File: config.mk
export PLATFORM = sky130hd
export DESIGN_NAME = tbi_receive_capture
export DESIGN_NICKNAME = d
export VERILOG_FILES = /design/src/tbi_rx_pkg.sv /design/src/tbi_rx_fifo.sv /design/src/tbi_receive_capture.sv
export SDC_FILE = /design/constraint.sdc
export NUM_CORES = 1
export LEC_CHECK = 0
export ABC_AREA = 1
export BUFFER_PORTS_ARGS = -buffer_cell sky130_fd_sc_hd__buf_2
export CORE_MARGIN = 4
export CORE_UTILIZATION = 35
export CTS_BUF_LIST = sky130_fd_sc_hd__clkbuf_2 sky130_fd_sc_hd__clkbuf_4 sky130_fd_sc_hd__clkbuf_8
export DETAILED_ROUTE_END_ITERATION = 10
export PLACE_DENSITY = 0.48
export SLEW_MARGIN = 20
export SYNTH_ARGS = -nofsm -noshare
export SYNTH_HDL_FRONTEND = slang
export SYNTH_SLANG_ARGS = --single-unit
File: constraint.sdc
create_clock -name ref_clk_i -period 3.85 [get_ports ref_clk_i]
set_input_delay 0.385 -clock ref_clk_i [delete_from_list [all_inputs] [get_ports ref_clk_i]]
set_output_delay 0.385 -clock ref_clk_i [all_outputs]
set_load 0.01 [all_outputs]
File: src/tbi_rx_pkg.sv
// Constants for the ten-bit interface receive capture stage.
// Assumes one system clock to which all link pins are synchronous.
// How it works
// Capture clk0 rise, then clk1 rise.
// Default scheme uses both receive clocks.
// Antiphase scheme uses both clk0 edges.
// Partner keeps clocks exactly antiphase.
// Inverted clk0 replaces clk1 locally.
// Same-edge pair presented on clk0 rise.
// Captured words resampled before passing onward.
// Dual scheme duplicates capture for clk1.
// First-clock sample always precedes second.
`default_nettype none

package tbi_rx_pkg;

   // ------------------------------------------------------------------
   // Widths and depths
   // ------------------------------------------------------------------
   localparam int unsigned CODE_W     = 10;
   localparam int unsigned FIFO_DEPTH = 8;

   // ------------------------------------------------------------------
   // Reset values
   // ------------------------------------------------------------------
   localparam logic [CODE_W-1:0] CODE_RST = 10'h000;

endpackage : tbi_rx_pkg

`default_nettype wire

File: src/tbi_rx_fifo.sv
// Synchronous FIFO of flip-flops with valid and ready on both sides.
// Assumes a single clock and an asynchronous active-low reset.
`default_nettype none

module tbi_rx_fifo #(
   parameter int unsigned WIDTH = 20,
   parameter int unsigned DEPTH = 8
) (
   input  wire logic             ref_clk_i,
   input  wire logic             reset_n_i,
   input  wire logic             in_valid_i,
   output logic                  in_ready_o,
   input  wire logic [WIDTH-1:0] in_data_i,
   output logic                  out_valid_o,
   input  wire logic             out_ready_i,
   output logic      [WIDTH-1:0] out_data_o
);

   localparam int unsigned AW = (DEPTH > 1) ? $clog2(DEPTH) : 1;

   logic [WIDTH-1:0] mem_q [DEPTH];
   logic [AW-1:0]    wr_q;
   logic [AW-1:0]    rd_q;
   logic [AW:0]      count_q;
   logic             push;
   logic             pop;

   assign in_ready_o  = (count_q != (AW+1)'(DEPTH));
   assign out_valid_o = (count_q != '0);
   assign out_data_o  = mem_q[rd_q];
   assign push        = in_valid_i && in_ready_o;
   assign pop         = out_valid_o && out_ready_i;

   // ------------------------------------------------------------------
   // Storage
   // ------------------------------------------------------------------
   always_ff @(posedge ref_clk_i) begin
      if (push) begin
         mem_q[wr_q] <= in_data_i;
      end
   end

   // ------------------------------------------------------------------
   // Pointers and fill level
   // ------------------------------------------------------------------
   always_ff @(posedge ref_clk_i or negedge reset_n_i) begin
      if (!reset_n_i) begin
         wr_q    <= '0;
         rd_q    <= '0;
         count_q <= '0;
      end else begin
         if (push) begin
            wr_q <= (wr_q == AW'(DEPTH - 1)) ? '0 : wr_q + 1'b1;
         end
         if (pop) begin
            rd_q <= (rd_q == AW'(DEPTH - 1)) ? '0 : rd_q + 1'b1;
         end
         if (push && !pop) begin
            count_q <= count_q + 1'b1;
         end else if (pop && !push) begin
            count_q <= count_q - 1'b1;
         end
      end
   end

endmodule : tbi_rx_fifo

`default_nettype wire

File: src/tbi_receive_capture.sv
// Receive capture stage of a ten-bit interface.
// Assumes receive clocks and code-group bus are synchronous to ref_clk_i
// and are sampled as ordinary levels.
`default_nettype none

module tbi_receive_capture #(
   parameter int unsigned CODE_W = tbi_rx_pkg::CODE_W,
   parameter int unsigned DEPTH  = tbi_rx_pkg::FIFO_DEPTH
) (
   input  wire logic              ref_clk_i,
   input  wire logic              reset_n_i,
   input  wire logic              single_clock_mode_i,
   input  wire logic              pma_rx_clk0_i,
   input  wire logic              pma_rx_clk1_i,
   input  wire logic [CODE_W-1:0] rx_code_group_i,
   input  wire logic              out_ready_i,
   output logic      [CODE_W-1:0] rising_sample_out_o,
   output logic      [CODE_W-1:0] falling_sample_out_o,
   output logic                   out_valid_o,
   output logic                   capture_ready_o,
   output logic                   overflow_o
);

   // ------------------------------------------------------------------
   // Edge detection on the receive clocks
   // ------------------------------------------------------------------
   logic              clk0_q;
   logic              clk1_q;
   logic              clk1_eff;
   logic              rise0;
   logic              rise1;

   // The second capture clock is clk1, or inverted clk0 when antiphase.
   assign clk1_eff = single_clock_mode_i ? ~pma_rx_clk0_i
                                         : pma_rx_clk1_i;
   assign rise0    = pma_rx_clk0_i && !clk0_q;
   assign rise1    = clk1_eff && !clk1_q;

   always_ff @(posedge ref_clk_i or negedge reset_n_i) begin
      if (!reset_n_i) begin
         clk0_q <= 1'b0;
         clk1_q <= 1'b0;
      end else begin
         clk0_q <= pma_rx_clk0_i;
         clk1_q <= clk1_eff;
      end
   end

   // ------------------------------------------------------------------
   // Input capture of the code-group bus
   // ------------------------------------------------------------------
   logic [CODE_W-1:0] first_q;
   logic [CODE_W-1:0] second_q;
   logic              have_first_q;
   logic              pair_pend_q;
   logic              cap_valid_q;
   logic [CODE_W-1:0] cap_first_q;
   logic [CODE_W-1:0] cap_second_q;

   always_ff @(posedge ref_clk_i or negedge reset_n_i) begin
      if (!reset_n_i) begin
         first_q      <= tbi_rx_pkg::CODE_RST;
         second_q     <= tbi_rx_pkg::CODE_RST;
         have_first_q <= 1'b0;
         pair_pend_q  <= 1'b0;
         cap_valid_q  <= 1'b0;
         cap_first_q  <= tbi_rx_pkg::CODE_RST;
         cap_second_q <= tbi_rx_pkg::CODE_RST;
      end else begin
         cap_valid_q <= 1'b0;
         if (rise0) begin
            // A word always opens on a clk0 rising edge.
            first_q      <= rx_code_group_i;
            have_first_q <= 1'b1;
            if (single_clock_mode_i && pair_pend_q) begin
               // Both samples leave together on the clk0 rise.
               cap_valid_q  <= 1'b1;
               cap_first_q  <= first_q;
               cap_second_q <= second_q;
               pair_pend_q  <= 1'b0;
            end
         end else if (rise1 && have_first_q) begin
            have_first_q <= 1'b0;
            if (single_clock_mode_i) begin
               second_q    <= rx_code_group_i;
               pair_pend_q <= 1'b1;
            end else begin
               cap_valid_q  <= 1'b1;
               cap_first_q  <= first_q;
               cap_second_q <= rx_code_group_i;
               pair_pend_q  <= 1'b0;
            end
         end
      end
   end

   // ------------------------------------------------------------------
   // Resample stage ahead of the buffer
   // ------------------------------------------------------------------
   logic                  rs_valid_q;
   logic [2*CODE_W-1:0]   rs_data_q;
   logic                  fifo_in_ready;
   logic                  fifo_out_valid;
   logic [2*CODE_W-1:0]   fifo_out_data;
   logic                  fifo_pop;

   always_ff @(posedge ref_clk_i or negedge reset_n_i) begin
      if (!reset_n_i) begin
         rs_valid_q <= 1'b0;
         rs_data_q  <= '0;
      end else begin
         rs_valid_q <= cap_valid_q;
         rs_data_q  <= {cap_first_q, cap_second_q};
      end
   end

   // Overflow is sticky until reset because the link cannot be stalled.
   always_ff @(posedge ref_clk_i or negedge reset_n_i) begin
      if (!reset_n_i) begin
         overflow_o      <= 1'b0;
         capture_ready_o <= 1'b0;
      end else begin
         capture_ready_o <= fifo_in_ready;
         if (rs_valid_q && !fifo_in_ready) begin
            overflow_o <= 1'b1;
         end
      end
   end

   tbi_rx_fifo #(
      .WIDTH (2 * CODE_W),
      .DEPTH (DEPTH)
   ) u_fifo (
      .ref_clk_i   (ref_clk_i),
      .reset_n_i   (reset_n_i),
      .in_valid_i  (rs_valid_q),
      .in_ready_o  (fifo_in_ready),
      .in_data_i   (rs_data_q),
      .out_valid_o (fifo_out_valid),
      .out_ready_i (fifo_pop),
      .out_data_o  (fifo_out_data)
   );

   // ------------------------------------------------------------------
   // Output register
   // ------------------------------------------------------------------
   assign fifo_pop = fifo_out_valid && (!out_valid_o || out_ready_i);

   always_ff @(posedge ref_clk_i or negedge reset_n_i) begin
      if (!reset_n_i) begin
         out_valid_o          <= 1'b0;
         rising_sample_out_o  <= tbi_rx_pkg::CODE_RST;
         falling_sample_out_o <= tbi_rx_pkg::CODE_RST;
      end else if (!out_valid_o || out_ready_i) begin
         out_valid_o <= fifo_out_valid;
         if (fifo_out_valid) begin
            rising_sample_out_o  <= fifo_out_data[2*CODE_W-1:CODE_W];
            falling_sample_out_o <= fifo_out_data[CODE_W-1:0];
         end
      end
   end

endmodule : tbi_receive_capture

`default_nettype wire

Yosys cells after proc, flatten, opt, wreduce, memory -nomap -nowiden
Memories as Yosys holds them, arrays and structs flattened. A register that Yosys moved wholly into a read port is not among the register bits.
Cells that the tools add are included.
{"block": "totals", "regBits": 79, "mem_bits_rw": 160, "inputBits": 16, "output_inout_bits": 23, "elab_cells": 79, "mem_count": 1}
{"memory": "u_fifo.mem_q", "depth": 8, "width": 20, "rd": 1, "rd_clocked_by_memory_dff": 1, "wr": 1, "line": "tbi_rx_fifo.sv:21", "text": "logic [WIDTH-1:0] mem_q [DEPTH];"}
{"block": "op_classes", "add_sub_neg": 4, "eq_ne": 5, "mux": 25, "bitwise": 2, "reduce_logical": 25}
{"cell": "10-bit 2-to-1 mux", "count": 8}
{"cell": "1-bit 2-to-1 mux", "count": 13}
{"cell": "1-bit logical AND", "count": 10}
{"cell": "4-bit 2-to-1 mux", "count": 2}
{"cell": "1-bit zero test", "count": 7}
{"cell": "3-bit by 1-bit adder with 3-bit output (second input constant)", "count": 2}
{"cell": "3-bit equality test (second input constant)", "count": 2}
{"cell": "3-bit 2-to-1 mux", "count": 2}
{"cell": "3-bit AND reduction", "count": 2}
{"cell": "4-bit by 1-bit adder with 4-bit output (second input constant)", "count": 1}
{"cell": "2-bit by 1-bit inequality test with 1-bit output (second input constant)", "count": 2}
{"cell": "4-bit inequality test (second input constant)", "count": 1}
{"cell": "2-bit AND reduction", "count": 2}
{"cell": "2-bit nonzero test", "count": 2}
{"cell": "4-bit nonzero test", "count": 1}
{"cell": "4-bit by 1-bit subtractor with 4-bit output (second input constant)", "count": 1}
{"cell": "1-bit NOT", "count": 2}
{"cell": "1-bit logical OR", "count": 1}

Depth between registers and ports, before layout
{"block": "depth", "ltp_word": 7, "ltp_mapped": 15, "mapped_depth_nobuf": 14}

Cells and area by module
A second synthesis with hierarchy kept.
{"block": "hier_totals", "hier_cells": 1119, "area_unflattened_um2": 10936.7}
{"mod": "tbi_rx_fifo", "instances": 1, "cells_per_inst": 777, "area_each_um2": 7572.3, "seq_area_each_um2": 5054.8}
{"mod": "tbi_receive_capture", "instances": 1, "cells_per_inst": 342, "area_each_um2": 3364.5, "seq_area_each_um2": 2227.1}

Worst setup path after synthesis
Ideal clock, no wire load.
{"block": "synth_path", "path_type": "reg-to-reg", "from": "reg u_fifo.count_q[0]", "to": "mem u_fifo.mem_q[0][0] (enable)", "setup_ns": 0.397, "arrival_ns": 1.696, "t_required_ns": 3.453, "slack_ns": 1.757, "stages_incl_launch_ff": 7, "path_buffers": 0, "synth_period_minus_slack_ns": 2.093, "path_cell_list": "dfrtp_1 nor2_1 nand3_1 nand2_1 inv_2 nand2_1 nor2_1"}
{"block": "synth_between", "elab_chain_len": 4}
{"item": "from (decl)", "line": "tbi_rx_fifo.sv:24", "text": "logic [AW:0] count_q;"}
{"item": "from (signal assigned)", "line": "tbi_rx_fifo.sv:59", "text": "count_q <= count_q + 1'b1;"}
{"item": "from (signal assigned)", "line": "tbi_rx_fifo.sv:61", "text": "count_q <= count_q - 1'b1;"}
{"item": "4-bit inequality test", "line": "tbi_rx_fifo.sv:28", "text": "assign in_ready_o = (count_q != (AW+1)'(DEPTH));"}
{"item": "named net fifo_in_ready", "line": "tbi_receive_capture.sv:102", "text": "logic fifo_in_ready;"}
{"item": "1-bit logical AND", "line": "tbi_rx_fifo.sv:31", "text": "assign push = in_valid_i && in_ready_o;"}
{"item": "named net u_fifo.push", "line": "tbi_rx_fifo.sv:25", "text": "logic push;"}
{"item": "1-bit 2-to-1 mux", "line": "tbi_rx_fifo.sv:38", "text": "if (push) begin"}
{"item": "1-bit 2-to-1 mux (not written as such)", "line": "tbi_rx_fifo.sv:39", "text": "mem_q[wr_q] <= in_data_i;"}
{"item": "to (decl)", "line": "tbi_rx_fifo.sv:21"}
The timed path passes the listed nets, and every way through them passes these cells.

Worst setup path after layout
{"block": "layout_path", "from": "reg u_fifo.count_q[0]", "to": "mem u_fifo.mem_q[3][6] (enable)"}
The elaborated chain is that of the path after synthesis.

==> results.py <==
metrics = {
    "run_status": {
        "outcome": "finished clean",
    },
    "global_route": {
        "grtUsageMet2": 0.224,
        "grt_usage": 0.144,
        "busiest_layer": "met2",
        "grt_use_met3": 0.0268,
        "grt_pass1_wl_um": 38300,
        "gr-total-overflow": 0,
        "grt_max_degree": 83,
        "grt_pass1_vias": 6711,
        "use_met1": 0.207,
        "antenna_found_initial": 0,
    },
    "logic_synthesis": {
        "syn_avg_cell_area_um2": 10.3,
        "yosysUniqueCellTypes": 28,
        "synth_edf_count": 160,
        "ys_warn_count": 0,
        "syn-num-nets": 1061,
        "synth_top_area_frac": 0.449,
        "synth_top_area_cell": "edfxtp_1",
        "synth.most_common_cell": "nand2_1",
        "yosys-top-cells-area": "edfxtp_1 45%, dfrtp_1 23%, nand2_1 13%, nand3_1 7.3%, inv_1 4.8%",
        "synth_seq_area_share": 0.681,
        "synth_area_mm2": 0.0107,
        "ys_seq_elements": 259,
        "synthTopCellsByCount": "384 x nand2_1, 160 x edfxtp_1, 155 x nand3_1, 136 x inv_1, 99 x dfrtp_1",
        "synthArstFlopShare": 0.382,
        "synthCells": 1037,
        "ys.flop_type": "edfxtp_1",
    },
    "timing": {
        "clock-skew-final_ns": 0.0334,
        "fin_tns_setup_ns": 0,
        "slew-limit-headroom": 0.312,
        "hold_violations": 0,
        "fin_ws_ns": 1.65,
        "period_needed_ns": 2.20,
        "worstMarginPinSlew_ns": 1.03,
        "finalMaxSlewViolations": 0,
        "finalCritPeriodShare": 0.572,
        "setup_viol": 0,
        "rsz0062_at_grt": "false",
        "fmax_mhz": 454,
    },
    "power_and_ir_drop": {
        "p_leak_nw": 5.65,
        "ir_drop_mv": 0.354,
        "pwr-share-comb": 0.253,
        "swShare": 0.345,
        "cellPowerDensity_mw_per_mm2": 725,
        "power_switching_mw": 3.05,
        "power_frac_clock": 0.288,
        "p_int_mw": 5.79,
        "totalPowerFinal_mw": 8.84,
        "seqPwrFrac": 0.460,
    },
    "placed_design": {
        "place.gp.congestion": 0.740,
        "io_buffers": 38,
        "dpl_cell_area_mm2": 0.0112,
        "dpl.hpwl_um": 13400,
        "pre_cts_slack_ns": 1.54,
    },
    "cells_and_area": {
        "final_nets": 1115,
        "post-route-util": 0.408,
        "regArea_mm2": 0.00728,
        "area_delta_synth_final_pct": 14.0,
        "multi_input_comb_area_mm2": 0.00263,
        "fill_cells": 2942,
        "drive_above_1_share": 0.143,
        "antennaDiodeCount": 0,
        "stdcell_area_mm2": 0.0122,
    },
    "drt": {
        "post_drt_wl_per_cell_um": 15.5,
        "via_per_inst": 4.46,
        "drc_errors": 0,
        "drt_pre_antenna_iters": 4,
        "wirelength_um": 23600,
        "vias": 6778,
        "drt_iter0_drc": 468,
        "antenna_left": 0,
    },
    "worst_setup_path": {
        "crit_start": "u_fifo.count_q[0]",
        "path_common_cell": "nand2_1",
        "r2r-start": "u_fifo.count_q[0]",
        "rr_worst_depth": 7,
        "critPathArrivalTime_ns": 2.42,
        "crit_chain": "nor2_1, nand3_1, nand2_1, inv_2, nand2_1, nor2_2, buf_4",
        "critical_path_class": "flip-flop to flip-flop",
        "cp.depth": 7,
        "crit_path_end_kind": "flip-flop",
        "crit_family": "simple AND/OR/NAND/NOR gates",
        "critPathSlowestCell": "nor2_2",
        "cp_max_fo": 12,
        "cp_slowest_stage_delay_ns": 0.54,
        "start_kind": "flip-flop",
        "cp.buffers_inverters": 2,
        "cp.required_ns": 4.07,
    },
    "worst_hold_path": {
        "hp-class": "input pin to flip-flop",
        "min_from": "rx_code_group_i[9]",
        "whs_path_depth": 3,
    },
    "cts": {
        "path_clk_slew_ns": 0.06,
        "cts_buffers": 46,
        "cts_tree": "built",
        "cts_buffer_depth": 3,
        "cts_sinks": 259,
        "h-tree-depth": 2,
        "clock-root-buffer": "clkbuf_8",
        "insertion_delay_ns": 0.56,
    },
    "die": {
        "io_pins": 39,
        "die_h_um": 183,
        "die_w_um": 183,
        "initial_core_util": 0.358,
        "core-area_mm2": 0.0299,
        "die_area_mm2": 0.0334,
        "num_rows": 63,
    },
    "run": {
        "cap_violations": 0,
    },
}
[routing by layer]
layer | up-vias | wire length (um)
met3 | 45 | 1010
li1 | 3425 | -
met5 | - | 0
met4 | 0 | 518
met2 | 116 | 10600
met1 | 3192 | 11500
[cell families (layout without fill, tap and decap cells)]
logic type,after synthesis,count (layout),synth area share
adder cells (fa/ha/maj),8,8,0.0101
flip-flops,259,259,0.681
buffers and inverters,188,280,0.0757
AO/OA/AOI/OAI,10,10,0.00527
AND/OR/NAND/NOR,570,570,0.226
XOR/XNOR,2,2,0.00164
[layout by cell type, fill, tap and decap left out, types with 7 or more instances in the layout]
cell,synthesis,final
clkbuf_4,0,12
inv_1,136,136
edfxtp_1,160,160
buf_4,13,14
buf_2,27,37
ha_1,7,7
clkinv_1,0,8
dfrtp_1,99,98
nand3_1,155,155
clkbuf_8,0,56
o21ai_0,8,8
clkinv_2,0,8
nand2_1,384,384
nand2_2,10,10
[flip-flops by register name (all words and copies together), names as in the netlist, 3 cells and up]
name / flops
u_fifo.mem_q: 160
rs_data_q: 20
cap_first_q: 10
cap_second_q: 10
falling_sample_out_o: 10
first_q: 10
rising_sample_out_o: 10
second_q: 10
u_fifo.count_q: 4
u_fifo.rd_q: 3
u_fifo.wr_q: 3
[path summary, 6_finish.rpt]
path	slack [ns]	endpoint
worst max-delay path	1.65	u_fifo.mem_q[3][6]
worst min-delay path	0.10	first_q[9]
worst max register to register	1.65	u_fifo.mem_q[3][6]
worst min register to register	0.36	rs_valid_q
max in group asynchronous	2.62	second_q[7]
min in group asynchronous	0.36	rising_sample_out_o[4]
[worst min-delay path, stage by stage]
cell and delay, ns:
buf_2 0.11, nand2_1 0.05, nand2_1 0.05
[metrics by stage]
step	hold WS (ns)	cells
finish	0.105	1519
global placement	0.353	1431
global route	0.0868	1519
CTS	0.0699	1519
detailed placement	0.354	1431
floorplan	0.0894	1037
[area by class of cell]
| cell class | count | share of cell area |
|---|---|---|
| Clock inverter | 18 | 0.00718 |
| Clock buffer | 68 | 0.0706 |
| Timing Repair Buffer | 53 | 0.0255 |
| Inverter | 141 | 0.0436 |
| Multi-Input combinational cell | 590 | 0.216 |
| Sequential cell | 259 | 0.597 |
| Tap cell | 390 | 0.0400 |
[what timing repair did]
| item | 4_1_cts | 5_1_grt |
|---|---|---|
| resized for setup | 0 | 0 |
| endpoints found under the setup margin | 0 | 0 |
| endpoints found under the hold margin | 39 | 0 |
| buffers inserted | 0 | 0 |
| hold buffers | 2 | 0 |
[power by group through the flow]
stage	clock network, mW	logic (mW)	registers, mW
after floorplan	0	1.60	4.01
after global placement	0	2.29	4.11
after detailed placement	0	2.29	4.12
after CTS	2.63	2.31	4.07
after global routing	2.77	2.59	4.15
final	2.54	2.23	4.07
Note: power is estimated with default switching activity, not from simulation.
